===== src/verilog/nvm_prog_map.svh =====
/*
 * Constants for the serial programming command interpreter: command codes,
 * address regions, timing figures and the cycle counts derived from them.
 * Assumes the interpreter runs from a 50 ns system clock.
 */
`ifndef NVM_PROG_MAP_SVH
`define NVM_PROG_MAP_SVH

// ----------------------------------------------------------------------
// Command codes
// ----------------------------------------------------------------------
`define NVM_CMD_LOAD_ADDR     8'h80
`define NVM_CMD_BULK_ERASE    8'h18
`define NVM_CMD_ROW_ERASE     8'hF0
`define NVM_CMD_LOAD_DATA     8'h00
`define NVM_CMD_LOAD_DATA_INC 8'h02
`define NVM_CMD_READ_DATA     8'hFC
`define NVM_CMD_READ_DATA_INC 8'hFE
`define NVM_CMD_INC_ADDR      8'hF8
`define NVM_CMD_BEGIN_INT     8'hE0
`define NVM_CMD_BEGIN_EXT     8'hC0
`define NVM_CMD_END_EXT       8'h82
`define NVM_CMD_INC_BIT       1

// ----------------------------------------------------------------------
// Payload framing and address regions
// ----------------------------------------------------------------------
`define NVM_PAYLOAD_BITS      24
`define NVM_FLASH_LAST        16'h7FFF
`define NVM_ID_FIRST          16'h8000
`define NVM_ID_LAST           16'h8004
`define NVM_CFG_FIRST         16'h8007
`define NVM_CFG_LAST          16'h800B
`define NVM_IDCFG_LAST        16'h80FD
`define NVM_FLASHONLY_LAST    16'h80FF
`define NVM_NOP_LAST          16'hE7FF

// ----------------------------------------------------------------------
// Timing
// ----------------------------------------------------------------------
`define NVM_CLOCK_PERIOD_NS   50
`define NVM_INTERNAL_WRITE_NS 5000
`define NVM_BULK_ERASE_NS     10000
`define NVM_ROW_ERASE_NS      5000
`define NVM_INTERNAL_WRITE_CYCLES \
    ((`NVM_INTERNAL_WRITE_NS + `NVM_CLOCK_PERIOD_NS - 1) / `NVM_CLOCK_PERIOD_NS)
`define NVM_BULK_ERASE_CYCLES \
    ((`NVM_BULK_ERASE_NS + `NVM_CLOCK_PERIOD_NS - 1) / `NVM_CLOCK_PERIOD_NS)
`define NVM_ROW_ERASE_CYCLES \
    ((`NVM_ROW_ERASE_NS + `NVM_CLOCK_PERIOD_NS - 1) / `NVM_CLOCK_PERIOD_NS)

`endif


===== src/verilog/nvm_prog_pkg.sv =====
/*
 * Types shared by the serial programming command interpreter.
 * Assumes nothing beyond a SystemVerilog compiler.
 */
package nvm_prog_pkg;

    typedef enum logic [1:0] {
        PH_COMMAND,
        PH_LOAD_ADDR,
        PH_LOAD_DATA,
        PH_READ
    } phase_e;

    typedef enum logic [2:0] {
        OP_NONE,
        OP_WRITE_INT,
        OP_WRITE_EXT,
        OP_WRITE_END,
        OP_ERASE_ROW,
        OP_ERASE_BULK
    } nvm_op_e;

    typedef struct packed {
        nvm_op_e     op;
        logic [15:0] addr;
        logic        eraseFlash;
        logic        eraseConfig;
        logic        eraseIds;
    } nvm_cmd_s;

endpackage


===== src/verilog/prog_pin_sync.sv =====
/*
 * Two-stage synchroniser for the programming pins.
 * Assumes pins are asynchronous to clock; reset is synchronous active high.
 */
`timescale 1ns/100ps
`default_nettype none

module prog_pin_sync #(
    parameter int WIDTH = 2
) (
    input  wire logic             clock,
    input  wire logic             reset,
    input  wire logic [WIDTH-1:0] pins,
    output logic      [WIDTH-1:0] synced
);

    typedef struct packed {
        logic [WIDTH-1:0] first;
        logic [WIDTH-1:0] second;
    } sync_s;

    sync_s st;
    sync_s next_st;

    always_comb begin
        next_st.first  = pins;
        next_st.second = st.first;
    end

    always_ff @(posedge clock) begin
        if (reset) begin
            st <= '0;
        end else begin
            st <= next_st;
        end
    end

    assign synced = st.second;

endmodule

`default_nettype wire


===== src/verilog/nvm_serial_program_commands.sv =====
/*
 * Device-side serial programming command interpreter: 8-bit commands and
 * 24-bit payloads on a programmer-driven clock pin, address counter, row
 * data latches and strobed erase/write requests to the memory array.
 * Assumes the memory answers readData for readAddress on the same clock,
 * and that the programmer clock is far slower than clock.
 */
`timescale 1ns/100ps
`default_nettype none
`include "nvm_prog_map.svh"

module nvm_serial_program_commands #(
    parameter int ROW_WORDS = 32,
    parameter int WORD_BITS = 14
) (
    input  wire logic                                clock,
    input  wire logic                                reset,
    input  wire logic                                progClockPin,
    input  wire logic                                progDataIn,
    output logic                                     progDataOut,
    output logic                                     progDataOe,
    input  wire logic                                codeProtect_n,
    input  wire logic [WORD_BITS-1:0]                readData,
    output logic      [15:0]                         readAddress,
    output logic      [ROW_WORDS-1:0][WORD_BITS-1:0] latchWords,
    output nvm_prog_pkg::nvm_cmd_s                   nvmCmd,
    output logic                                     nvmStrobe,
    output logic                                     busy
);

    localparam int IDX = $clog2(ROW_WORDS);

    // ------------------------------------------------------------------
    // Parameter checks
    // ------------------------------------------------------------------
    if (ROW_WORDS < 2 || ROW_WORDS > 32 || (ROW_WORDS & (ROW_WORDS - 1)) != 0) begin : g_bad_row
        $error("ROW_WORDS must be a power of two from 2 to 32");
    end
    if (WORD_BITS < 8 || WORD_BITS > 16) begin : g_bad_word
        $error("WORD_BITS must lie between 8 and 16");
    end

    typedef struct packed {
        nvm_prog_pkg::phase_e                 phase;
        logic [4:0]                           bitCount;
        logic [23:0]                          shift;
        logic [7:0]                           cmd;
        logic [15:0]                          pc;
        logic                                 clkPrev;
        logic [ROW_WORDS-1:0][WORD_BITS-1:0]  latches;
        logic                                 dataOut;
        logic                                 dataOe;
        nvm_prog_pkg::nvm_cmd_s               nvmCmd;
        logic                                 nvmStrobe;
        logic                                 busy;
        logic                                 extWrite;
        logic                                 timedWrite;
        logic [11:0]                          timer;
    } state_s;

    state_s st;
    state_s next_st;

    logic [1:0]           synced;
    logic                 clkNow;
    logic                 dataNow;
    logic                 fall;
    logic                 rise;
    logic [7:0]           cmdByte;
    logic                 cmdDone;
    logic [23:0]          payload;
    logic                 payloadEnd;
    logic                 readStart;
    logic                 isConfig;
    logic                 protectedPc;
    logic [WORD_BITS-1:0] readWord;
    logic [15:0]          rowBase;

    // ------------------------------------------------------------------
    // Pin synchronisers
    // ------------------------------------------------------------------
    // The device only ever listens on the clock pin: there is no driver for it.
    prog_pin_sync #(
        .WIDTH (2)
    ) u_sync (
        .clock  (clock),
        .reset  (reset),
        .pins   ({progClockPin, progDataIn}),
        .synced (synced)
    );

    assign clkNow  = synced[1];
    assign dataNow = synced[0];

    // ------------------------------------------------------------------
    // Next-state logic
    // ------------------------------------------------------------------
    always_comb begin
        next_st     = st;
        rise        = clkNow & ~st.clkPrev;
        fall        = ~clkNow & st.clkPrev;
        cmdByte     = {st.shift[6:0], dataNow};
        cmdDone     = fall && st.phase == nvm_prog_pkg::PH_COMMAND && st.bitCount == 5'd7;
        payload     = {st.shift[22:0], dataNow};
        payloadEnd  = fall && st.phase != nvm_prog_pkg::PH_COMMAND
                      && st.bitCount == 5'(`NVM_PAYLOAD_BITS - 1);
        readStart   = fall && st.phase == nvm_prog_pkg::PH_READ && st.bitCount == 5'd0;
        isConfig    = st.pc >= `NVM_CFG_FIRST && st.pc <= `NVM_CFG_LAST;
        protectedPc = !codeProtect_n && st.pc <= `NVM_FLASH_LAST;
        readWord    = protectedPc ? '0 : readData;
        rowBase     = st.pc & ~16'(ROW_WORDS - 1);

        next_st.clkPrev   = clkNow;
        next_st.nvmStrobe = 1'b0;

        // Self-timed operations finish here; the programmer is trusted to wait.
        if (st.timer != 12'h000) begin
            next_st.timer = st.timer - 12'h001;
            if (st.timer == 12'h001) begin
                // An external write still in progress keeps busy up
                next_st.busy       = st.extWrite;
                next_st.timedWrite = 1'b0;
                if (st.timedWrite) begin
                    next_st.latches = '1;
                end
            end
        end

        if (fall && st.phase == nvm_prog_pkg::PH_COMMAND) begin
            next_st.shift    = {16'h0000, cmdByte};
            next_st.bitCount = st.bitCount + 5'd1;
            if (cmdDone) begin
                next_st.bitCount      = 5'd0;
                next_st.cmd           = cmdByte;
                next_st.nvmCmd        = '0;
                next_st.nvmCmd.op     = nvm_prog_pkg::OP_NONE;
                next_st.nvmCmd.addr   = rowBase;
                case (cmdByte)
                    `NVM_CMD_LOAD_ADDR: begin
                        next_st.phase = nvm_prog_pkg::PH_LOAD_ADDR;
                    end
                    `NVM_CMD_LOAD_DATA, `NVM_CMD_LOAD_DATA_INC: begin
                        next_st.phase = nvm_prog_pkg::PH_LOAD_DATA;
                    end
                    `NVM_CMD_READ_DATA, `NVM_CMD_READ_DATA_INC: begin
                        next_st.phase = nvm_prog_pkg::PH_READ;
                    end
                    `NVM_CMD_INC_ADDR: begin
                        next_st.pc = st.pc + 16'h0001;
                    end
                    `NVM_CMD_BEGIN_INT: begin
                        next_st.nvmCmd.op  = nvm_prog_pkg::OP_WRITE_INT;
                        next_st.nvmStrobe  = 1'b1;
                        next_st.busy       = 1'b1;
                        next_st.timedWrite = 1'b1;
                        next_st.timer      = 12'(`NVM_INTERNAL_WRITE_CYCLES);
                    end
                    `NVM_CMD_BEGIN_EXT: begin
                        // Configuration words only change under internal timing.
                        if (!isConfig) begin
                            next_st.nvmCmd.op = nvm_prog_pkg::OP_WRITE_EXT;
                            next_st.nvmStrobe = 1'b1;
                            next_st.busy      = 1'b1;
                            next_st.extWrite  = 1'b1;
                        end
                    end
                    `NVM_CMD_END_EXT: begin
                        if (st.extWrite) begin
                            next_st.nvmCmd.op = nvm_prog_pkg::OP_WRITE_END;
                            next_st.nvmStrobe = 1'b1;
                            next_st.busy      = 1'b0;
                            next_st.extWrite  = 1'b0;
                            next_st.latches   = '1;
                        end
                    end
                    `NVM_CMD_BULK_ERASE: begin
                        next_st.nvmCmd.op   = nvm_prog_pkg::OP_ERASE_BULK;
                        next_st.nvmCmd.addr = st.pc;
                        // Scope ignores the protect bit: this is how it is lifted.
                        if (st.pc <= `NVM_FLASH_LAST) begin
                            next_st.nvmCmd.eraseFlash  = 1'b1;
                            next_st.nvmCmd.eraseConfig = 1'b1;
                        end else if (st.pc <= `NVM_IDCFG_LAST || st.pc > `NVM_NOP_LAST) begin
                            next_st.nvmCmd.eraseFlash  = 1'b1;
                            next_st.nvmCmd.eraseConfig = 1'b1;
                            next_st.nvmCmd.eraseIds    = 1'b1;
                        end else if (st.pc <= `NVM_FLASHONLY_LAST) begin
                            next_st.nvmCmd.eraseFlash  = 1'b1;
                        end
                        if (!st.busy && (st.pc <= `NVM_FLASHONLY_LAST
                                         || st.pc > `NVM_NOP_LAST)) begin
                            next_st.nvmStrobe = 1'b1;
                            next_st.busy      = 1'b1;
                            next_st.timer     = 12'(`NVM_BULK_ERASE_CYCLES);
                        end
                    end
                    `NVM_CMD_ROW_ERASE: begin
                        next_st.nvmCmd.op = nvm_prog_pkg::OP_ERASE_ROW;
                        if (st.pc >= `NVM_ID_FIRST && st.pc <= `NVM_ID_LAST) begin
                            next_st.nvmCmd.eraseIds = 1'b1;
                        end else begin
                            next_st.nvmCmd.eraseFlash = 1'b1;
                        end
                        if (!protectedPc) begin
                            next_st.nvmStrobe = 1'b1;
                            next_st.busy      = 1'b1;
                            next_st.timer     = 12'(`NVM_ROW_ERASE_CYCLES);
                        end
                    end
                    default: begin
                    end
                endcase
            end
        end else if (fall) begin
            next_st.bitCount = st.bitCount + 5'd1;
            if (st.phase == nvm_prog_pkg::PH_READ) begin
                if (readStart) begin
                    // Pad bits after the first go out as zero ahead of the word, and the low zero bit after it.
                    next_st.shift   = 24'({readWord, 1'b0});
                    next_st.dataOe  = 1'b1;
                    next_st.dataOut = 1'b0;
                end
            end else begin
                next_st.shift = payload;
            end
            if (payloadEnd) begin
                next_st.bitCount = 5'd0;
                next_st.phase    = nvm_prog_pkg::PH_COMMAND;
                next_st.shift    = '0;
                case (st.phase)
                    nvm_prog_pkg::PH_LOAD_ADDR: begin
                        next_st.pc = payload[16:1];
                    end
                    nvm_prog_pkg::PH_LOAD_DATA: begin
                        next_st.latches[st.pc[IDX-1:0]] = payload[WORD_BITS:1];
                        next_st.pc = st.pc + 16'(st.cmd[`NVM_CMD_INC_BIT]);
                    end
                    default: begin
                        next_st.dataOe  = 1'b0;
                        next_st.dataOut = 1'b0;
                        next_st.pc = st.pc + 16'(st.cmd[`NVM_CMD_INC_BIT]);
                    end
                endcase
            end
        end else if (rise && st.phase == nvm_prog_pkg::PH_READ && st.bitCount != 5'd0) begin
            // New bit on each rising edge after the first so it is settled at the sampling edge.
            next_st.shift   = {st.shift[22:0], 1'b0};
            next_st.dataOut = st.shift[22];
        end
    end

    always_ff @(posedge clock) begin
        if (reset) begin
            st         <= '0;
            st.latches <= '1;
            st.phase   <= nvm_prog_pkg::PH_COMMAND;
        end else begin
            st <= next_st;
        end
    end

    assign progDataOut = st.dataOut;
    assign progDataOe  = st.dataOe;
    assign readAddress = st.pc;
    assign latchWords  = st.latches;
    assign nvmCmd      = st.nvmCmd;
    assign nvmStrobe   = st.nvmStrobe;
    assign busy        = st.busy;
endmodule

`default_nettype wire


===== config.mk =====
export PLATFORM = sky130hd
export DESIGN_NAME = nvm_serial_program_commands
export DESIGN_NICKNAME = d
export VERILOG_FILES = /design/src/verilog/nvm_prog_pkg.sv /design/src/verilog/prog_pin_sync.sv /design/src/verilog/nvm_serial_program_commands.sv
export VERILOG_INCLUDE_DIRS = /design/src /design/src/verilog
export SDC_FILE = /design/constraint.sdc
export NUM_CORES = 1
export LEC_CHECK = 0
export ABC_AREA = 1
export CELL_PAD_IN_SITES_DETAIL_PLACEMENT = 1
export CELL_PAD_IN_SITES_GLOBAL_PLACEMENT = 1
export CORE_MARGIN = 2
export CORE_UTILIZATION = 30
export CTS_CLUSTER_SIZE = 40
export DETAILED_ROUTE_END_ITERATION = 12
export DONT_BUFFER_PORTS = 1
export PLACE_DENSITY = 0.52
export SKIP_LAST_GASP = 1
export SYNTH_ARGS = -nofsm -noshare
export SYNTH_HDL_FRONTEND = slang
export SYNTH_SLANG_ARGS = --single-unit

===== constraint.sdc =====
create_clock -name clock -period 4.7 [get_ports clock]
set_input_delay 0.47 -clock clock [delete_from_list [all_inputs] [get_ports clock]]
set_output_delay 0.47 -clock clock [all_outputs]
set_load 0.01 [all_outputs]

==> results of run 1 <==
## through the flow
step | total power [mW] | hold slack (ns) | utilization [%] | worst slack, ns | instances
floorplan | 5.21 | 0.388 | - | 2.75 | 3400
global placement | 5.39 | 0.396 | 26.7 | 1.63 | 3859
detailed placement | 5.41 | 0.400 | 26.7 | 1.50 | 3859
CTS | 10.7 | 0.0510 | 29.4 | 1.47 | 3979
global route | 11.0 | 0.0869 | 29.4 | 1.26 | 3983
finish | 10.6 | 0.0974 | 29.4 | 1.53 | 3984
## cell families (layout without fill, tap and decap cells)
group,Yosys count,in the layout,synth area share [%]
AO/OA/AOI/OAI,1080,1080,21.2
AND/OR/NAND/NOR,904,904,14.6
flip-flops,540,540,42.2
other,0,5,0
XOR/XNOR,20,20,0.683
buffers and inverters,841,276,20.5
adder cells (fa/ha/maj),15,15,0.732
## per-layer routing
metal	part of all wire [%]	GRT usage, %	vias to the layer above
met5	0.026	0	-
met4	1.9	5.59	4
met3	7.7	6.62	112
met2	48	36.2	460
met1	42	26.0	9787
li1	-	-	9512
## worst max-delay path, stage by stage (launching register included)
cell,delay [ns]
dfxtp_1,0.40
inv_1,0.10
ha_1,0.24
inv_1,0.10
nand2_2,0.23
nor2_8,0.41
nand3_4,0.25
nor2_2,0.94
o21ai_0,0.27
## repair_timing
action                                 in CTS  in global routing
gates resized for setup                     0                  0
hold buffers                                3                  0
endpoints found under the hold margin      20                  0
## cell type report
type,instances,area share (%)
clock buffers,102,8.07
well taps,1144,5.74
diodes,5,0.0502
flip-flops and latches,540,43.4
clock inverters,15,0.843
inverters,122,1.85
repair buffers,37,1.65
multi-input cells,2019,38.4
## layout by cell type, fill, tap and decap left out, drive strengths merged, types with 13 or more instances in the layout
master	synthesis	routed
nor2	580	580
dfxtp	540	540
a21oi	531	531
o21ai	530	530
nand2	224	224
inv	114	122
clkbuf	95	102
nand3	75	75
buf	624	34
xor2	16	16
ha	15	15
nand4	14	14
clkinv	8	13
## worst paths after layout
path	start	end	slack [ns]	cells after the start
worst max-delay path	st[543]	latchWords[20]	1.53	8
worst min-delay path	reset	st[13]	0.1	3
worst max register to register	st[543]	latchWords[20]	1.53	8
worst min register to register	u_sync.next_st[1]	u_sync.synced[1]	0.40	2
## power breakdown
part           internal (mW)  switching, mW  total, mW
combinational          0.204          0.444      0.648
sequential              4.62         0.0422       4.66
clock                   3.09           2.15       5.24
total                   7.91           2.64       10.6
## state kept, by name (all words and copies together) (netlist names)
register / count
nvmCmd: 22
readAddress: 16
latchWords: 448
payload: 16
u_sync.next_st: 2
u_sync.synced: 2
progDataOe: 1
nvmStrobe: 1
cmdByte: 7
progDataOut: 1
busy: 1
st: 23
==> results.md, run 1 <==
- Status: finished, final reports clean
- Period utilization: 67.4%
- Total core area: 84900 um^2
- Syn Area/Cell: 7.54 um^2
- Total CTS buffers: 67
- FILL cells: 10300
- Register area: 10800 um^2
- Seq/Total Area, Yosys: 42.2%
- Die area: 87800 um^2
- Worst-margin pin slew: 1.20 ns
- Max-Cap Viols: 0
- Crit-path max FO: 28
- Layout cells sized above 1: 7.20%
- Synth cell count leaders: 542 x nor2_1, 540 x dfxtp_1, 531 x a21oi_1
- Skew final: 0.0223 ns
- Clk root buf: clkbuf_16
- Post-synth top flop: dfxtp_1
- Clk_lat worst skew: 0.62 ns
- CTS H-tree lvls: 3
- RSZ-0062 raised after global routing: no
- Pleak: 9.58 nW
- Vias in the first global route: 19300
- Starting Density: 30.2%
- Routed len/inst: 24.5 um
- Synth Warn #: 0
- Placed instance area: 22700 um^2
- Total Neg Setup Slack: 0 ns
- Post-CTS Repair Setup Buffers: 0
- Multi-input gate area: 9580 um^2
- GRT Overall Usage: 21.3%
- Top-count cell post-synth: nor2_1
- Max-slew headroom: 20.0%
- Area Growth Syn to Fin: -2.76%
- Largest net degree at the start of global routing: 190
- Die height: 296 um
- Yosys top cell by area: dfxtp_1
- Crit end category: flop
- Required time worst endpoint: 5.14 ns
- Yosys reg bits: 540
- CTS tree: built
- Row count: 107
- Syn_nets: 3434
- Clock slew at reported path FFs: 0.06 ns
- First-pass GRT wire length: 138 mm
- DR iter-0 viols: 1210
- CP Class: flop to flop
- # DRC: 0
- Ports: 509
- Slew Limit Fails: 0
- Post-route design area: 24900 um^2
- Initial antenna violation count: 6
- Asr flop ratio synth: 0%
- Power per cell area: 423 nW/um^2
- Gpl congestion: 0.827
- Post-DR vias/cell: 4.99
- Final WL: 97.6 mm
- Grt ovf: 0
- Max Fclk: 316 MHz
- NumNets Final: 2821
- Vias: 19900
- Detail Route Antenna Nets: 0
- Number of flops mapped to enable cells by yosys: 0
- Die X: 296 um
- Minimum clock period: 3.17 ns
- Critical Path AT: 3.61 ns
- Final hold vios: 0
- Post-Syn Area: 25600 um^2
- Nature of the critical path startpoint: flop
- Final setup fails: 0
- Count of cell types in the netlist: 35
- Worst Hold Class: input port to flop
- Syn Inst Count: 3400
- Clk buf depth: 3
- Area share of the largest cell type after synthesis: 42.2%
- Area contributors post-synth: dfxtp_1 42%, buf_4 15%, a21oi_1 10%
- DRT Pass-1 Iters: 4
- # clock sinks: 540
- Max IR drop VDD: 0.000245 V
- IO buf count: 0
- Post-detailed-placement half-perimeter wirelength: 63.5 mm
(Power assumes the default switching activity.)
==> inputs of run 2 (changes only) <==
--- a/config.mk
+++ b/config.mk
@@ -6,7 +6,7 @@
 export SDC_FILE = /design/constraint.sdc
 export NUM_CORES = 1
 export LEC_CHECK = 0
-export ABC_AREA = 1
+export ABC_AREA = 0
 export CELL_PAD_IN_SITES_DETAIL_PLACEMENT = 1
 export CELL_PAD_IN_SITES_GLOBAL_PLACEMENT = 1
 export CORE_MARGIN = 2
==> constraint.sdc (replaced) <==
create_clock -name clock -period 2.78 [get_ports clock]
set_input_delay 0.278 -clock clock [delete_from_list [all_inputs] [get_ports clock]]
set_output_delay 0.278 -clock clock [all_outputs]
set_load 0.01 [all_outputs]
==> run 2 against run 1 <==
Against the previous run:
- hold slack worse by 0.066 ns
- sequential cell count is the same
- sequential power is 70% higher
- setup slack worse by 1.4 ns
- first-iteration DRC count fell by 16%
- total power is 67% higher
- die area shrank 4.6%
- critical endpoint is now latchWords[436]
- register-to-register slack got worse by 1.4 ns
- critical path depth shrank 3
- fmax rose by 21%
- highest routed layer is now met4
- area after synthesis down 4.7%
==> results.md, run 2 <==
- Synth cell count leaders: 540 x dfxtp_1, 535 x nand2_1, 520 x buf_4 (was 542 x nor2_1, 540 x dfxtp_1, 531 x a21oi_1)
- WL met2: 45.0 mm (was 47.3 mm)
- Max IR drop VDD: 0.000386 V (was 0.000245 V)
- Crit end category: flop (unchanged)
- Number of flops mapped to enable cells by yosys: 0 (unchanged)
- Largest net degree at the start of global routing: 95 (was 190)
- Vias in the first global route: 18000 (was 19300)
- Most common cell after layout, fill and taps aside: dfxtp_1 (unchanged)
- CTS tree: built (unchanged)
- Grt ovf: 0 (unchanged)
- Post-synth top flop: dfxtp_1 (unchanged)
- Clock Power Share: 50.1% (was 49.7%)
- Routed len/inst: 28.0 um (was 24.5 um)
- Reg-to-Reg End: latchWords[436] (was latchWords[20])
- Max Fclk: 384 MHz (was 316 MHz)
- Slew Limit Fails: 0 (unchanged)
- Total Neg Setup Slack: 0 ns (unchanged)
- Most frequent cells in the layout: 540 x dfxtp_1, 535 x nand2_1, 452 x o22ai_1 (was 540 x dfxtp_1, 538 x nor2_1, 531 x a21oi_1)
- Status: finished, final reports clean (unchanged)
- Area share of the largest cell type after synthesis: 44.2% (was 42.2%)
- Row count: 104 (was 107)
- Max-Cap Viols: 0 (unchanged)
- Ports: 509 (unchanged)
- Gpl congestion: 0.779 (was 0.827)
- DRT Pass-1 Iters: 5 (was 4)
- IO buf count: 0 (unchanged)
- NumNets Final: 2281 (was 2821)
- Seq/Total Area, Yosys: 44.2% (was 42.2%)
- Post-Syn Area: 24400 um^2 (was 25600 um^2)
- Pleak: 8.50 nW (was 9.58 nW)
- Period utilization: 93.8% (was 67.4%)
- CTS H-tree lvls: 3 (unchanged)
- FF-to-FF Start: readAddress[4] (was st[543])
- # DRC: 0 (unchanged)
- Clk buf depth: 3 (unchanged)
- Post-detailed-placement half-perimeter wirelength: 62.9 mm (was 63.5 mm)
- Crit path to: latchWords[436] (was latchWords[20])
- Final hold vios: 0 (unchanged)
- Yosys top cell by area: dfxtp_1 (unchanged)
- Total CTS buffers: 67 (unchanged)
- RSZ-0062 raised after global routing: no (unchanged)
- R2R cell count: 5 (was 8)
- Clock slew at reported path FFs: 0.06 ns (about the same)
- Initial antenna violation count: 6 (unchanged)
- Combinational power share: 4.9% (was 6.1%)
- Final setup fails: 0 (unchanged)
- Required time worst endpoint: 3.32 ns (was 5.14 ns)
- Count of cell types in the netlist: 85 (was 35)
- Max reg flops: 448 (unchanged)
- Synth Warn #: 0 (unchanged)
- Max-slew headroom: 49.5% (was 20.0%)
- Layout cells sized above 1: 13.7% (was 7.20%)
- Int Power: 13.3 mW (was 7.91 mW)
- Syn Area/Cell: 8.78 um^2 (was 7.54 um^2)
- Detail Route Antenna Nets: 0 (unchanged)
- Worst-margin pin slew: 0.750 ns (was 1.20 ns)
- Wire length on met3: 8.21 mm (was 7.48 mm)
- Die X: 289 um (was 296 um)
- Nature of the critical path startpoint: flop (unchanged)
- Syn_nets: 2819 (was 3434)
- Starting Density: 30.3% (was 30.2%)
- Die height: 289 um (was 296 um)
- # clock sinks: 540 (unchanged)
- Final WL: 93.9 mm (was 97.6 mm)
- Power per cell area: 723 nW/um^2 (was 423 nW/um^2)
- Area Growth Syn to Fin: -0.543% (was -2.76%)
- Skew final: 0.0263 ns (was 0.0223 ns)
- CP Class: flop to flop (unchanged)
- Minimum clock period: 2.61 ns (was 3.17 ns)
- First-pass GRT wire length: 131 mm (was 138 mm)
- Asr flop ratio synth: 0% (unchanged)
- Seq pwr share: 45.0% (was 44.2%)
- Uppermost layer routed: met4 (was met5)
- Switch share: 24.1% (was 25.0%)
- Fin util: 30.2% (was 29.4%)
- Wire length on met1: 38.1 mm (was 41.0 mm)
- Clk root buf: clkbuf_16 (unchanged)
- GRT Overall Usage: 21.4% (was 21.3%)
- Critical path launch point: readAddress[4] (was st[543])
- Top-count cell post-synth: dfxtp_1 (was nor2_1)
- Yosys reg bits: 540 (unchanged)
- Critical Path AT: 3.15 ns (was 3.61 ns)
- Worst Hold Class: input port to flop (unchanged)
- R2R setup slack: 0.17 ns (was 1.53 ns)
- Clk_lat worst skew: 0.61 ns (was 0.62 ns)
- Vias: 17900 (was 19900)
- Die area: 83800 um^2 (was 87800 um^2)
- Crit-path max FO: 15 (was 28)
- P_sw: 4.23 mW (was 2.64 mW)
- Total core area: 80500 um^2 (was 84900 um^2)
- Syn Inst Count: 2785 (was 3400)
- Post-DR vias/cell: 5.35 (was 4.99)
- DR iter-0 viols: 1014 (was 1210)
- Area contributors post-synth: dfxtp_1 44%, buf_4 16%, o22ai_1 12% (was dfxtp_1 42%, buf_4 15%, a21oi_1 10%)
-- run 2: cell count changes after synthesis, moves of 18 or more --
cell / previous run / this run
nand3_1: 71 / 33
nor2_1: 542 / 47
o21ai_0: 502 / 28
and2_1: 1 / 19
nand2_1: 220 / 535
o22ai_1: 5 / 452
a21oi_1: 531 / 62
nor2_2: 29 / 1
mux2i_1: 0 / 18
clkbuf_1: 67 / 97
nand4_2: 0 / 25
clkbuf_2: 28 / 2
o21ai_4: 0 / 25
inv_1: 109 / 25
-- run 2: through the flow --
step | cell area [um^2] | power (mW) | cells | hold slack [ns] | setup slack, ns
5_1_grt | 24300 | 18.2 | 3351 | 0.0480 | 0.0857
3_5_place_dp | 22000 | 8.92 | 3231 | 0.371 | 0.148
4_1_cts | 24300 | 17.8 | 3351 | 0.00401 | 0.165
2_1_floorplan | 24400 | 8.73 | 2785 | 0.406 | 0.681
6_report | 24300 | 17.6 | 3352 | 0.0315 | 0.173
3_3_place_gp | 22000 | 8.88 | 3231 | 0.366 | 0.316
-- run 2: worst min path at each step --
stage               depth (start not counted)           endpoint  slack, ns   startpoint
CTS                                         4         cmdByte[5]      0.004  readData[3]
floorplan                                   1  u_sync.next_st[0]       0.41   progDataIn
global placement                            1    readAddress[15]       0.37        reset
finish                                      4         payload[9]       0.03  readData[7]
global route                                4        payload[17]       0.05        reset
detailed placement                          1         nvmCmd[11]       0.37        reset
-- run 2: cell type report --
class | count | area, um^2
multi-input cells | 1494 | 8750
flip-flops and latches | 540 | 10800
diodes | 1 | 2.50
repair buffers | 119 | 1140
inverters | 25 | 96.3
clock inverters | 24 | 305
clock buffers | 89 | 1880
fillers | 9242 | 56200
well taps | 1060 | 1330
-- run 2: critical path: stages (launching register included) --
cell	delay (ns)
dfxtp_1	0.70
and3_1	0.71
nand4_2	0.52
o21ai_4	0.35
o22ai_1	0.16
nand2_1	0.10
-- run 2: cells by family (layout without fill, tap and decap cells) --
group,Yosys count,count (layout),synth area share [%]
DFF,540,540,44.2
muxes,19,19,0.783
and+or+nand+nor,782,782,15.2
AOI/OAI and AO/OA,662,662,18.3
xor gates and xnor gates,16,16,0.573
other,0,1,0
adders and majority gates,15,15,0.768
buffers and inverters,751,257,20.2
-- run 2: power groups by stage --
stage | sequential [mW] | combinational, mW | clock (mW)
6_report | 7.91 | 0.869 | 8.80
2_1_floorplan | 8.06 | 0.671 | 0
5_1_grt | 7.92 | 0.961 | 9.33
3_3_place_gp | 8.07 | 0.810 | 0
3_5_place_dp | 8.08 | 0.843 | 0
4_1_cts | 7.91 | 0.877 | 9.05
-- run 2: repair_timing --
item / 4_1_cts / 5_1_grt
hold endpoints to repair: 74 / 0
hold buffers: 7 / 0
setup endpoints to repair: 0 / 11
gates resized for setup: 0 / 2
setup buffers: 0 / 0
-- run 2: layer usage --
metal | GRT usage, % | vias to the layer above
met1 | 25.7 | 9055
met4 | 7.16 | 0
met3 | 7.31 | 134
met2 | 35.6 | 558
met5 | 0 | -
li1 | - | 8182
==> inputs of run 3 (changes only) <==
--- a/config.mk
+++ b/config.mk
@@ -6,7 +6,7 @@
 export SDC_FILE = /design/constraint.sdc
 export NUM_CORES = 1
 export LEC_CHECK = 0
-export ABC_AREA = 0
+export ABC_AREA = 1
 export CELL_PAD_IN_SITES_DETAIL_PLACEMENT = 1
 export CELL_PAD_IN_SITES_GLOBAL_PLACEMENT = 1
 export CORE_MARGIN = 2
@@ -14,7 +14,7 @@
 export CTS_CLUSTER_SIZE = 40
 export DETAILED_ROUTE_END_ITERATION = 12
 export DONT_BUFFER_PORTS = 1
-export PLACE_DENSITY = 0.52
+export PLACE_DENSITY = 0.54
 export SKIP_LAST_GASP = 1
 export SYNTH_ARGS = -nofsm -noshare
 export SYNTH_HDL_FRONTEND = slang
==> run 3 against run 2 <==
Against the previous run:
- via count rose by 13%
- sequential power barely moved
- cell count rose by 21%
- global-route usage fell by 0.062 points
- wire length rose by 3.7%
- setup slack improved by 0.11 ns
- highest routed layer unchanged
- hold slack improved by 0.019 ns
- critical path type unchanged
- clock power fell by 4.2%
- critical path depth rose by 5
- die area rose by 4.8%
- non-clock buffer count fell by 6
- clock skew fell by 0.0011 ns
==> results.md, run 3 (synthesis results as in run 1) <==
- Combinational power share: 6.7% (was 4.9%)
- Fin util: 30.1% (was 30.2%)
- Clk buf depth: 3 (unchanged)
- Int Power: 13.0 mW (was 13.3 mW)
- Worst-margin pin slew: 1.16 ns (was 0.750 ns)
- WHS: 0.0503 ns (was 0.0315 ns)
- DR iter-0 viols: 1008 (was 1014)
- Critical-path cell list: inv_1 -> ha_1 -> inv_1 -> nand2_2 -> nor2_8 -> nand3_4 -> nor2_4 -> inv_2 -> o21ai_0 -> nand3_1 (was and3_1 -> nand4_2 -> o21ai_4 -> o22ai_1 -> nand2_1)
- # DRC: 0 (unchanged)
- Gpl congestion: 0.831 (was 0.779)
- Minimum clock period: 2.50 ns (was 2.61 ns)
- Power per cell area: 684 nW/um^2 (was 723 nW/um^2)
- Crit end category: flop (unchanged)
- CP max-delay cell: nor2_4 (was and3_1)
- Max-Cap Viols: 0 (unchanged)
- Largest net degree at the start of global routing: 100 (was 95)
- # clock sinks: 540 (unchanged)
- Switch share: 25.5% (was 24.1%)
- Die area: 87800 um^2 (was 83800 um^2)
- Area Growth Syn to Fin: -0.273% (was -0.543%)
- Status: finished, final reports clean (unchanged)
- First-pass GRT wire length: 139 mm (was 131 mm)
- Setup WS post-layout: 0.285 ns (was 0.173 ns)
- Layout cells sized above 1: 9.27% (was 13.7%)
- Pleak: 9.95 nW (was 8.50 nW)
- Crit path max-delay family: simple AND/OR/NAND/NOR gates (unchanged)
- FF-to-FF Start: st[542] (was readAddress[4])
- Die X: 296 um (was 289 um)
- Max reg flops: 448 (unchanged)
- Final hold vios: 0 (unchanged)
- Critical Path AT: 2.98 ns (was 3.15 ns)
- Clock slew at reported path FFs: 0.06 ns (about the same)
- Ports: 509 (unchanged)
- Die height: 296 um (was 289 um)
- Cts hold-fix bufs: 6 (was 7)
- Placed insts: 3932 (was 3231)
- Reg-to-Reg End: latchWords[281] (was latchWords[436])
- Final setup fails: 0 (unchanged)
- R2R setup slack: 0.28 ns (was 0.17 ns)
- Clock Power Share: 48.2% (was 50.1%)
- Worst Hold Class: input port to flop (unchanged)
- Buf/Inv on CP: 3 (was 0)
- Initial antenna violation count: 3 (was 6)
- Final WL: 97.4 mm (was 93.9 mm)
- Total core area: 84900 um^2 (was 80500 um^2)
- GRT Overall Usage: 21.3% (was 21.4%)
- Crit path to: latchWords[281] (was latchWords[436])
- Row count: 107 (was 104)
- Required time worst endpoint: 3.26 ns (was 3.32 ns)
- P_sw: 4.45 mW (was 4.23 mW)
- Max IR drop VDD: 0.000342 V (was 0.000386 V)
- Max-slew headroom: 22.4% (was 49.5%)
- Seq pwr share: 45.1% (was 45.0%)
- CP max stage delay: 0.44 ns (was 0.71 ns)
- Clk root buf: clkbuf_16 (unchanged)
- Crit-path max FO: 15 (unchanged)
- Final non-filler cell total: 4060 (was 3352)
- CTS H-tree lvls: 3 (unchanged)
- Period utilization: 89.8% (was 93.8%)
- Most frequent cells in the layout: 540 x nor2_1, 540 x dfxtp_1, 531 x a21oi_1 (was 540 x dfxtp_1, 535 x nand2_1, 452 x o22ai_1)
- Post-DR vias/cell: 4.97 (was 5.35)
- Cts repair resizes: 0 (unchanged)
- Total CTS buffers: 68 (was 67)
- Slew Limit Fails: 0 (unchanged)
- DRT Pass-1 Iters: 5 (unchanged)
- CP Class: flop to flop (unchanged)
- Nature of the critical path startpoint: flop (unchanged)
- Post-CTS Repair Setup Buffers: 0 (unchanged)
- Dpl ws: 0.248 ns (was 0.148 ns)
- Critical path launch point: st[542] (was readAddress[4])
- Skew final: 0.0251 ns (was 0.0263 ns)
- Vias in the first global route: 20000 (was 18000)
- Max Fclk: 401 MHz (was 384 MHz)
- Starting Density: 30.2% (was 30.3%)
- Vias: 20200 (was 17900)
- NumNets Final: 2898 (was 2281)
- CTS tree: built (unchanged)
- IO buf count: 0 (unchanged)
- Grt ovf: 0 (unchanged)
- Detail Route Antenna Nets: 0 (unchanged)
- RSZ-0062 raised after global routing: no (unchanged)
- Total Neg Setup Slack: 0 ns (unchanged)
- Clk_lat worst skew: 0.61 ns (about the same)
- Routed len/inst: 24.0 um (was 28.0 um)
- Post-detailed-placement half-perimeter wirelength: 66.1 mm (was 62.9 mm)
- R2R cell count: 10 (was 5)
- Critical path depth in cells: 10 (was 5)
- Crit-path most repeated cell: inv_1
-- run 3: how the worst min path moves through the flow --
stage,from,end,slack [ns],depth (start not counted)
global placement,reset,nvmCmd[5],0.35,1
global route,readData[13],payload[15],0.09,4
CTS,readData[4],cmdByte[6],0.006,4
detailed placement,reset,nvmCmd[3],0.35,1
finish,readData[5],cmdByte[7],0.05,4
floorplan,progDataIn,u_sync.next_st[0],0.38,2
-- run 3: per-stage QoR --
stage / area [um^2] / power, mW
6_report: 25600 / 17.5
5_1_grt: 25600 / 18.2
3_5_place_dp: 23400 / 9.20
2_1_floorplan: 25600 / 8.80
3_3_place_gp: 23400 / 9.17
4_1_cts: 25600 / 17.7
-- run 3: layout make-up --
class,instances,area (um^2)
clock buffer,98,1880
inverter,122,460
tap,1144,1430
multi-input combinational,2019,9570
clock inverter,20,178
sequential,540,10800
timing repair buffer,113,1210
antenna,4,10.0
fill,10200,59300
-- run 3: routing by layer --
metal  track usage [%]  vias up  wire length, um
li1                  -     9658                -
met1              25.9     9953            40600
met2              35.7      458            46700
met3              7.30      111             7910
met4              6.05        0             2160
met5                 0        -                0
-- run 3: worst register-to-register path: cells and delay by family (launching register included) --
| kind | cells | cell delay [ns] |
|---|---|---|
| buffers and inverters | 3 | 0.38 |
| flip-flops | 1 | 0.38 |
| AND/OR/NAND/NOR | 5 | 1.25 |
| AO/OA/AOI/OAI | 1 | 0.11 |
| adder cells (fa/ha/maj) | 1 | 0.26 |
-- run 3: power by group through the flow --
stage	Sequential [mW]	Clock, mW	Combinational, mW
4_1_cts	7.88	8.67	1.18
6_report	7.88	8.43	1.17
3_5_place_dp	8.05	0	1.16
5_1_grt	7.88	8.99	1.33
2_1_floorplan	8.02	0	0.779
3_3_place_gp	8.05	0	1.12
